$ cat config.mk
export PLATFORM = sky130hd
export DESIGN_NAME = ipa_arbiter
export DESIGN_NICKNAME = d
export VERILOG_FILES = /design/src/rtl/ipa_sync.v /design/src/rtl/ipa_pick.v /design/src/rtl/ipa_arbiter.v
export VERILOG_INCLUDE_DIRS = /design/src /design/src/rtl
export SDC_FILE = /design/constraint.sdc
export NUM_CORES = 1
export LEC_CHECK = 0
export BUFFER_PORTS_ARGS = -buffer_cell sky130_fd_sc_hd__buf_2
export CAP_MARGIN = 20
export CORE_MARGIN = 4
export CORE_UTILIZATION = 45
export DETAILED_ROUTE_END_ITERATION = 12
export GPL_ROUTABILITY_DRIVEN = 1
export GPL_TIMING_DRIVEN = 0
export PLACE_DENSITY = 0.69
export SLEW_MARGIN = 5
export SYNTH_ARGS = -nofsm -noshare
export SYNTH_HDL_FRONTEND = slang
export SYNTH_SLANG_ARGS = --single-unit
$ cat constraint.sdc
create_clock -name aclk -period 14.65 [get_ports aclk]
set_input_delay 2.93 -clock aclk [delete_from_list [all_inputs] [get_ports aclk]]
set_output_delay 2.93 -clock aclk [all_outputs]
set_load 0.1 [all_outputs]
$ cat src/rtl/ipa_defs.vh
/*
 * Constants for the interrupt priority arbiter: register offsets,
 * field positions, reset values and source codes.
 * Assumes an 8-bit byte address on the register bus.
 */
`ifndef IPA_DEFS_VH
`define IPA_DEFS_VH

`define IPA_OFF_INFO 8'h00
`define IPA_OFF_FLAGS 8'h04
`define IPA_OFF_USP 8'h08
`define IPA_OFF_ISP 8'h0c
`define IPA_OFF_FIXED 8'h10
`define IPA_OFF_CTRL 8'h40

`define IPA_CTRL_PEND 3
`define IPA_FLG_I 0
`define IPA_FLG_D 1
`define IPA_FLG_U 2
`define IPA_FLG_IPL 4
`define IPA_FLG_BLOCK 8
`define IPA_INFO_NUM 8

`define IPA_IPL_RST 3'h0
`define IPA_IPL_TOP 3'h7
`define IPA_SP_RST 16'h0000

// interrupt numbers of the fixed sources are arbitrary
`define IPA_NUM_NMI 6'h3f
`define IPA_NUM_DBC 6'h3e
`define IPA_NUM_WDT 6'h3d
`define IPA_NUM_STEP 6'h3c
`define IPA_NUM_MATCH 6'h3b
`define IPA_PER_BASE 6'h08
`define IPA_SW_UKEEP 6'h20

`define IPA_K_SW 3'h0
`define IPA_K_NMI 3'h1
`define IPA_K_DBC 3'h2
`define IPA_K_WDT 3'h3
`define IPA_K_PER 3'h4
`define IPA_K_STEP 3'h5
`define IPA_K_MATCH 3'h6

`define IPA_RESP_OK 2'b00
`define IPA_RESP_ERR 2'b10

`endif

$ cat src/rtl/ipa_sync.v
/*
 * Two flip-flop synchroniser for one level.
 * Assumes the input may change at any time relative to aclk.
 */
`timescale 1ns/1ps
module ipa_sync #(
    parameter [0:0] INIT = 1'b1
) (
    input wire aclk,
    input wire aresetn,
    input wire d,
    output reg q
);
    reg meta_reg;

    always @(posedge aclk)
    begin
        if (!aresetn)
        begin
            meta_reg <= INIT;
            q <= INIT;
        end
        else
        begin
            meta_reg <= d;
            q <= meta_reg;
        end
    end
endmodule

$ cat src/rtl/ipa_pick.v
/*
 * Combinational pick of the highest-level pending peripheral request.
 * Level 0 means the source is disabled. Equal levels go to the
 * lowest index, which is the fixed hardware ranking among peripherals.
 * Assumes pending bits and levels come from flops on the same clock.
 */
`timescale 1ns/1ps
module ipa_pick #(
    parameter N = 8,
    parameter IW = 3
) (
    input wire [N-1:0] pend,
    input wire [3*N-1:0] lvl,
    output reg found,
    output reg [IW-1:0] idx,
    output reg [2:0] level
);
    integer i;

    always @*
    begin
        found = 1'b0;
        idx = {IW{1'b0}};
        level = 3'h0;
        // walk downward with >= so the lowest index wins a tie
        for (i = N - 1; i >= 0; i = i - 1)
        begin
            if (pend[i] && lvl[3*i +: 3] != 3'h0 && lvl[3*i +: 3] >= level)
            begin
                found = 1'b1;
                idx = i[IW-1:0];
                level = lvl[3*i +: 3];
            end
        end
    end
endmodule

$ cat src/rtl/ipa_arbiter.v
/*
 * Interrupt acceptance and priority arbiter of a 16-bit CPU.
 * Holds per-source control (level, pending), the flag bits, the
 * priority level and both stack pointers, reached over AXI4-Lite.
 * Assumes the core pulses instr_done at each instruction boundary,
 * with sw_int in the same cycle when that instruction is a software
 * interrupt, and pulses return_from_interrupt with the restored flags and level.
 */
`timescale 1ns/1ps
`include "ipa_defs.vh"
module ipa_arbiter #(
    parameter N = 8,
    parameter IW = 3
) (
    input wire aclk,
    input wire aresetn,
    input wire [7:0] s_axi_awaddr,
    input wire s_axi_awvalid,
    output wire s_axi_awready,
    input wire [31:0] s_axi_wdata,
    input wire [3:0] s_axi_wstrb,
    input wire s_axi_wvalid,
    output wire s_axi_wready,
    output reg [1:0] s_axi_bresp,
    output reg s_axi_bvalid,
    input wire s_axi_bready,
    input wire [7:0] s_axi_araddr,
    input wire s_axi_arvalid,
    output wire s_axi_arready,
    output reg [31:0] s_axi_rdata,
    output reg [1:0] s_axi_rresp,
    output reg s_axi_rvalid,
    input wire s_axi_rready,
    input wire [N-1:0] periph_req,
    input wire nmi_n,
    input wire dbc_req,
    input wire wdt_req,
    input wire step_req,
    input wire match_req,
    input wire instr_done,
    input wire sw_int,
    input wire [5:0] sw_num,
    input wire return_from_interrupt,
    input wire [2:0] return_from_interrupt_flags,
    input wire [2:0] return_from_interrupt_ipl,
    output wire int_take,
    output reg [5:0] int_num,
    output reg [2:0] int_level,
    output wire flag_i,
    output wire flag_d,
    output wire flag_u,
    output wire [2:0] proc_ipl,
    output wire [15:0] user_stack_pointer,
    output wire [15:0] interrupt_stack_pointer
);
    localparam [2:0] S_IDLE = 3'b001;
    localparam [2:0] S_INFO = 3'b010;
    localparam [2:0] S_ENTRY = 3'b100;

    function [31:0] merge;
        input [31:0] old;
        input [31:0] nw;
        input [3:0] strb;
        integer b;
        begin
            for (b = 0; b < 4; b = b + 1)
                merge[8*b +: 8] = strb[b] ? nw[8*b +: 8] : old[8*b +: 8];
        end
    endfunction

    function ctrl_hit;
        input [7:0] a;
        begin
            ctrl_hit = (a[7:6] == `IPA_OFF_CTRL >> 6) && (a[5:2] < N) && (a[1:0] == 2'b00);
        end
    endfunction

    function mapped;
        input [7:0] a;
        begin
            mapped = ctrl_hit(a) || a == `IPA_OFF_INFO || a == `IPA_OFF_FLAGS ||
                a == `IPA_OFF_USP || a == `IPA_OFF_ISP || a == `IPA_OFF_FIXED;
        end
    endfunction

    reg [2:0] st_reg;
    reg [2:0] st_next;
    reg [N-1:0] pend_reg;
    reg [3*N-1:0] lvl_reg;
    reg nmi_p_reg, dbc_p_reg, wdt_p_reg, step_p_reg, match_p_reg;
    reg nmi_n_d_reg;
    reg flg_i_reg, flg_d_reg, flg_u_reg;
    reg [2:0] ipl_reg;
    reg [15:0] usp_reg, isp_reg;
    reg first_reg;
    reg [2:0] cap_kind_reg;
    reg [IW-1:0] cap_idx_reg;
    reg [5:0] cap_num_next;
    reg [2:0] cap_kind_next;
    reg [2:0] cap_lvl_next;
    reg take_hw;

    wire nmi_n_s;
    wire pk_found;
    wire [IW-1:0] pk_idx;
    wire [2:0] pk_lvl;
    wire nmi_fall;
    wire periph_ok;
    wire boundary;
    wire wr_go;
    wire rd_go;
    wire wr_ctrl;
    wire [3:0] wr_idx;
    wire rd_info;
    wire [31:0] flags_word;
    wire [31:0] flags_new;
    wire [31:0] usp_merged;
    wire [31:0] isp_merged;
    integer i;

    ipa_sync #(.INIT(1'b1)) u_nmi_sync (
        .aclk(aclk),
        .aresetn(aresetn),
        .d(nmi_n),
        .q(nmi_n_s)
    );

    ipa_pick #(.N(N), .IW(IW)) u_pick (
        .pend(pend_reg),
        .lvl(lvl_reg),
        .found(pk_found),
        .idx(pk_idx),
        .level(pk_lvl)
    );

    assign nmi_fall = nmi_n_d_reg & ~nmi_n_s;
    // peripherals need the enable flag and a strictly higher level
    assign periph_ok = pk_found & flg_i_reg & (pk_lvl > ipl_reg);
    assign boundary = st_reg[0] & instr_done;

    // write address and data are taken together, one write at a time
    assign wr_go = s_axi_awvalid & s_axi_wvalid & ~s_axi_bvalid;
    assign s_axi_awready = wr_go;
    assign s_axi_wready = wr_go;
    assign s_axi_arready = ~s_axi_rvalid;
    assign rd_go = s_axi_arvalid & ~s_axi_rvalid;
    assign wr_ctrl = wr_go & ctrl_hit(s_axi_awaddr);
    assign wr_idx = s_axi_awaddr[5:2];
    assign rd_info = rd_go & (s_axi_araddr == `IPA_OFF_INFO);

    assign flags_word = {23'h000000, first_reg, 1'b0, ipl_reg, 1'b0, flg_u_reg,
        flg_d_reg, flg_i_reg};
    assign flags_new = merge(flags_word, s_axi_wdata, s_axi_wstrb);
    assign usp_merged = merge({16'h0000, usp_reg}, s_axi_wdata, s_axi_wstrb);
    assign isp_merged = merge({16'h0000, isp_reg}, s_axi_wdata, s_axi_wstrb);

    assign int_take = st_reg[2];
    assign flag_i = flg_i_reg;
    assign flag_d = flg_d_reg;
    assign flag_u = flg_u_reg;
    assign proc_ipl = ipl_reg;
    assign user_stack_pointer = usp_reg;
    assign interrupt_stack_pointer = isp_reg;

    // one winner per boundary; sw interrupt is not arbitrated
    always @*
    begin
        take_hw = 1'b1;
        cap_kind_next = `IPA_K_SW;
        cap_num_next = sw_num;
        cap_lvl_next = ipl_reg;
        if (sw_int)
            take_hw = 1'b0;
        else if (nmi_p_reg)
        begin
            cap_kind_next = `IPA_K_NMI;
            cap_num_next = `IPA_NUM_NMI;
            cap_lvl_next = `IPA_IPL_TOP;
        end
        else if (dbc_p_reg)
        begin
            cap_kind_next = `IPA_K_DBC;
            cap_num_next = `IPA_NUM_DBC;
        end
        else if (wdt_p_reg)
        begin
            cap_kind_next = `IPA_K_WDT;
            cap_num_next = `IPA_NUM_WDT;
            cap_lvl_next = `IPA_IPL_TOP;
        end
        else if (periph_ok)
        begin
            cap_kind_next = `IPA_K_PER;
            cap_num_next = `IPA_PER_BASE + {{(6-IW){1'b0}}, pk_idx};
            cap_lvl_next = pk_lvl;
        end
        else if (step_p_reg)
        begin
            cap_kind_next = `IPA_K_STEP;
            cap_num_next = `IPA_NUM_STEP;
        end
        else if (match_p_reg)
        begin
            cap_kind_next = `IPA_K_MATCH;
            cap_num_next = `IPA_NUM_MATCH;
        end
        else
            take_hw = 1'b0;
    end

    always @*
    begin
        case (st_reg)
            S_IDLE:
            begin
                if (boundary && sw_int)
                    st_next = S_ENTRY;
                else if (boundary && take_hw && !first_reg)
                    st_next = (cap_kind_next == `IPA_K_PER) ? S_INFO : S_ENTRY;
                else
                    st_next = S_IDLE;
            end
            S_INFO: st_next = S_ENTRY;
            S_ENTRY: st_next = S_IDLE;
            default: st_next = S_IDLE;
        endcase
    end

    always @(posedge aclk)
    begin
        if (!aresetn)
        begin
            st_reg <= S_IDLE;
            cap_kind_reg <= `IPA_K_SW;
            cap_idx_reg <= {IW{1'b0}};
            int_num <= 6'h00;
            int_level <= 3'h0;
            first_reg <= 1'b1;
        end
        else
        begin
            st_reg <= st_next;
            if (instr_done)
                first_reg <= 1'b0;
            if (st_reg[0] && st_next != S_IDLE)
            begin
                cap_kind_reg <= cap_kind_next;
                cap_idx_reg <= pk_idx;
                int_num <= cap_num_next;
                int_level <= cap_lvl_next;
            end
        end
    end

    // fixed-source pending flags; a new event beats the clear
    always @(posedge aclk)
    begin
        if (!aresetn)
        begin
            nmi_n_d_reg <= 1'b1;
            nmi_p_reg <= 1'b0;
            dbc_p_reg <= 1'b0;
            wdt_p_reg <= 1'b0;
            step_p_reg <= 1'b0;
            match_p_reg <= 1'b0;
        end
        else
        begin
            nmi_n_d_reg <= nmi_n_s;
            nmi_p_reg <= nmi_fall |
                (nmi_p_reg & ~(int_take & cap_kind_reg == `IPA_K_NMI));
            dbc_p_reg <= dbc_req | (dbc_p_reg & ~(int_take & cap_kind_reg == `IPA_K_DBC));
            wdt_p_reg <= wdt_req | (wdt_p_reg & ~(int_take & cap_kind_reg == `IPA_K_WDT));
            step_p_reg <= step_req |
                (step_p_reg & ~(int_take & cap_kind_reg == `IPA_K_STEP));
            match_p_reg <= match_req |
                (match_p_reg & ~(int_take & cap_kind_reg == `IPA_K_MATCH));
        end
    end

    // peripheral control: refused requests simply keep their bit
    always @(posedge aclk)
    begin
        if (!aresetn)
        begin
            pend_reg <= {N{1'b0}};
            lvl_reg <= {3*N{1'b0}};
        end
        else
        begin
            for (i = 0; i < N; i = i + 1)
            begin
                if (st_reg[1] && cap_idx_reg == i)
                    pend_reg[i] <= 1'b0;
                if (rd_info && pk_found && pk_idx == i)
                    pend_reg[i] <= 1'b0;
                if (wr_ctrl && wr_idx == i && s_axi_wstrb[0])
                begin
                    lvl_reg[3*i +: 3] <= s_axi_wdata[2:0];
                    pend_reg[i] <= s_axi_wdata[`IPA_CTRL_PEND];
                end
                // request beats any clear or rewrite in the same cycle
                if (periph_req[i])
                    pend_reg[i] <= 1'b1;
            end
        end
    end

    // flags, level and stack pointers; any entry wins over return, return wins over bus writes
    always @(posedge aclk)
    begin
        if (!aresetn)
        begin
            flg_i_reg <= 1'b0;
            flg_d_reg <= 1'b0;
            flg_u_reg <= 1'b0;
            ipl_reg <= `IPA_IPL_RST;
            usp_reg <= `IPA_SP_RST;
            isp_reg <= `IPA_SP_RST;
        end
        else
        begin
            if (wr_go && s_axi_awaddr == `IPA_OFF_USP)
                usp_reg <= usp_merged[15:0];
            if (wr_go && s_axi_awaddr == `IPA_OFF_ISP)
                isp_reg <= isp_merged[15:0];
            if (st_reg[2])
            begin
                flg_i_reg <= 1'b0;
                flg_d_reg <= 1'b0;
                if (!(cap_kind_reg == `IPA_K_SW && int_num >= `IPA_SW_UKEEP))
                    flg_u_reg <= 1'b0;
                if (cap_kind_reg == `IPA_K_PER || cap_kind_reg == `IPA_K_NMI ||
                    cap_kind_reg == `IPA_K_WDT)
                    ipl_reg <= int_level;
            end
            else if (st_reg[0] && return_from_interrupt)
            begin
                flg_i_reg <= return_from_interrupt_flags[`IPA_FLG_I];
                flg_d_reg <= return_from_interrupt_flags[`IPA_FLG_D];
                flg_u_reg <= return_from_interrupt_flags[`IPA_FLG_U];
                ipl_reg <= return_from_interrupt_ipl;
            end
            else if (wr_go && s_axi_awaddr == `IPA_OFF_FLAGS)
            begin
                flg_i_reg <= flags_new[`IPA_FLG_I];
                flg_d_reg <= flags_new[`IPA_FLG_D];
                flg_u_reg <= flags_new[`IPA_FLG_U];
                ipl_reg <= flags_new[`IPA_FLG_IPL +: 3];
            end
        end
    end

    // bus answers one cycle after the handshake
    always @(posedge aclk)
    begin
        if (!aresetn)
        begin
            s_axi_bvalid <= 1'b0;
            s_axi_bresp <= `IPA_RESP_OK;
            s_axi_rvalid <= 1'b0;
            s_axi_rresp <= `IPA_RESP_OK;
            s_axi_rdata <= 32'h00000000;
        end
        else
        begin
            if (wr_go)
            begin
                s_axi_bvalid <= 1'b1;
                s_axi_bresp <= mapped(s_axi_awaddr) ? `IPA_RESP_OK : `IPA_RESP_ERR;
            end
            else if (s_axi_bready)
                s_axi_bvalid <= 1'b0;
            if (rd_go)
            begin
                s_axi_rvalid <= 1'b1;
                s_axi_rresp <= mapped(s_axi_araddr) ? `IPA_RESP_OK : `IPA_RESP_ERR;
                s_axi_rdata <= 32'h00000000;
                if (rd_info && pk_found)
                    s_axi_rdata <= {18'h00000,
                        `IPA_PER_BASE + {{(6-IW){1'b0}}, pk_idx}, 5'h00, pk_lvl};
                else if (s_axi_araddr == `IPA_OFF_FLAGS)
                    s_axi_rdata <= flags_word;
                else if (s_axi_araddr == `IPA_OFF_USP)
                    s_axi_rdata <= {16'h0000, usp_reg};
                else if (s_axi_araddr == `IPA_OFF_ISP)
                    s_axi_rdata <= {16'h0000, isp_reg};
                else if (s_axi_araddr == `IPA_OFF_FIXED)
                    s_axi_rdata <= {27'h0000000, match_p_reg, step_p_reg, wdt_p_reg,
                        dbc_p_reg, nmi_p_reg};
                else if (ctrl_hit(s_axi_araddr))
                    for (i = 0; i < N; i = i + 1)
                        if (s_axi_araddr[5:2] == i)
                            s_axi_rdata <= {28'h0000000, pend_reg[i], lvl_reg[3*i +: 3]};
            end
            else if (s_axi_rready)
                s_axi_rvalid <= 1'b0;
        end
    end
endmodule

==> impl_metrics.tcl <==
set metrics [dict create \
    status "finished, final reports clean" \
    path_class "flop to flop" \
    die_h_um 134 \
    grt_use_total 0.267 \
    wirelength_um 24100 \
    initial_core_util 0.463 \
    worstSetupStartpoint "pend_reg[7]" \
    synth.most_common_cell "nor2_1" \
    antenna_found_initial 0 \
    clock_path_buffers 2 \
    syn_area_per_cell_um2 8.07 \
    critPathArrivalTime_ns 13.74 \
    tns_ns 0 \
    rsz0062_at_grt "no" \
    cts.sinks 117 \
    synth_area_leader_cell "dfxtp_1" \
    grt_overflow_total 0 \
    tightestPinTransition_ns 1.03 \
    grt_pass1_vias 7026 \
    cp-end-kind "flop" \
    cp_slowest_cell "dfxtp_1" \
    relSlewSlack 0.313 \
    slowest_delay_ns 0.42 \
    portBuffers 137 \
    ir_drop_mv 0.0797 \
    seq_power_share 0.367 \
    cts.htree.levels 4 \
    drive_gt1_frac 0.210 \
    synthTopCellsByArea "dfxtp_1 33%, mux2i_1 9.3%, nor2_1 7.2%" \
    grt_max_degree 17 \
    first_iter_violations 566 \
    setup_violations 0 \
    synthCells 879 \
    firstDrtPassIters 5 \
    switching_share 0.311 \
    clk_latency_ns 0.43 \
    worst-path-buf-inv 7 \
    hold_ws_ns 0.407 \
    yosys.cell_types.count 85 \
    fin_nets 1154 \
    cts_buffers 17 \
    p_total_uw 919 \
    start_kind "flop" \
    route.detailed.drc 0 \
    drtAntennaViolNets 0 \
    ys_seq_area_frac 0.330 \
    routed_via_density 5.78 \
    dieArea_um2 17800 \
    fin_skew_ns 0.0131 \
    clockPowerShare 0.463 \
    period_share 0.916 \
    finalCriticalPeriod_ns 13.42 \
    postCtsHoldBufs 0 \
    synth_edf_count 0 \
    synthArstFlopShare 0 \
    cts_tree "done" \
    io_pins 176 \
    synth_common_cells "136 x nor2_1, 117 x dfxtp_1, 66 x mux2i_1" \
    power_density_nw_per_um2 105 \
    static-leakage-power_nw 3.84 \
    grt_pass1_wl_um 37700 \
    antenna_cells 0 \
    rows 45 \
    layoutNonFillerInstCount 1275 \
    synth-main-ff-cell "dfxtp_1" \
    combPwrFrac 0.171 \
    wire_per_inst_um 18.9 \
    hpwl_um 18600 \
    hp-class "flop to flop" \
    gp_congestion 0.934 \
    clk_pin_slew_ns 0.06 \
    yosysTopAreaCellShare 0.330 \
    largest_reg_flops 24 \
    fmax_ghz 0.0745 \
    ys_warn_count 0 \
    holdCritStartpoint "u_nmi_sync.meta_reg" \
    placeableCoreArea_um2 15300 \
    cpLargestDelayFamily "compound AO/OA/AOI/OAI gates" \
    hold_viol 0 \
    path_max_fanout 10 \
    place_inst 1244 \
    slew_violations 0 \
    die_width_um 134 \
    vias 7371 \
    ys_seq_elements 117 \
    netlist_area_um2 7090 \
    reg2reg_from "pend_reg[7]" \
    internal-power_uw 633 \
    cp_data_required_time_ns 14.97 \
    clock-root-buffer "clkbuf_16" \
    syn_to_final_growth_pct 22.9 \
    power.switching_uw 286 \
    drv_cap 0 \
]
-- worst reg2reg max path: cells and delay by family, from the launching register on --
family / cells / cell delay, ns
adders and majority gates: 9 / 2.44
buffers and inverters: 7 / 0.89
and+or+nand+nor: 20 / 3.04
DFF: 1 / 0.42
AOI/OAI and AO/OA: 28 / 6.24
muxes: 1 / 0.30
-- routing by layer --
metal  share of wire  wire length [um]  track usage
met1            0.42             10000        0.346
met2            0.44             10500        0.415
met3            0.11              2720       0.0808
met4           0.034               829        0.111
met5               0                 0            0
-- placed cells by master (no fill, tap or decap), drive strengths merged, types with 5 or more instances in the layout --
cell type,n
a211oi,13
a21o,5
a21oi,62
a221oi,8
a22oi,10
a31oi,15
and2,12
and3,6
buf,166
clkbuf,59
clkinv,5
conb,18
dfxtp,117
ha,15
inv,38
mux2i,66
mux4,5
nand2,64
nand2b,20
nand3,21
nand4,5
nor2,136
nor2b,16
nor3,16
nor3b,8
nor4,10
o211ai,8
o21a,9
o21ai,42
o31a,5
o32ai,8
-- through the flow --
step	util	worst slack (ns)	area, um^2
finish	0.569	1.23	8720
global route	0.569	0.122	8720
CTS	0.569	1.12	8710
detailed placement	0.529	1.18	8110
global placement	0.529	1.26	8110
floorplan	-	2.87	7160
-- repair_timing --
item,CTS,global route
setup endpoints to repair,0,3
gates resized for setup,0,2
buffers inserted,0,0
-- worst paths after layout --
kind	endpoint	slack (ns)	cells past startpoint
worst min-delay path	u_nmi_sync.q	0.41	1
worst max-delay path	int_level[0]	1.23	65
worst max register to register	int_level[0]	1.23	65
worst min register to register	u_nmi_sync.q	0.41	1
-- power groups by stage --
stage                     Combinational, mW  Sequential (mW)  Clock [mW]
final                                 0.157            0.337       0.425
after global routing                  0.166            0.338       0.440
after CTS                             0.155            0.337       0.428
after detailed placement              0.155            0.343           0
after global placement                0.155            0.343           0
after floorplan                      0.0751            0.386           0
-- logic make-up after synthesis --
logic type,synth area share
AND/OR/NAND/NOR,0.216
AO/OA/AOI/OAI,0.241
flip-flops,0.330
buffers and inverters,0.0695
multiplexers,0.111
adder cells (fa/ha/maj),0.0307
other,0.000529
XOR/XNOR,0.00124
-- cell type report --
| class | count | area [um^2] |
|---|---|---|
| plain buffers | 67 | 350 |
| clock buffers | 21 | 480 |
| clock inverters | 10 | 123 |
| fillers | 1495 | 6600 |
| inverters | 38 | 143 |
| multi-input cells | 674 | 4330 |
| flip-flops and latches | 117 | 2340 |
| well taps | 211 | 264 |
| repair buffers | 137 | 686 |
No activity file was read; power rests on OpenSTA's default activity.
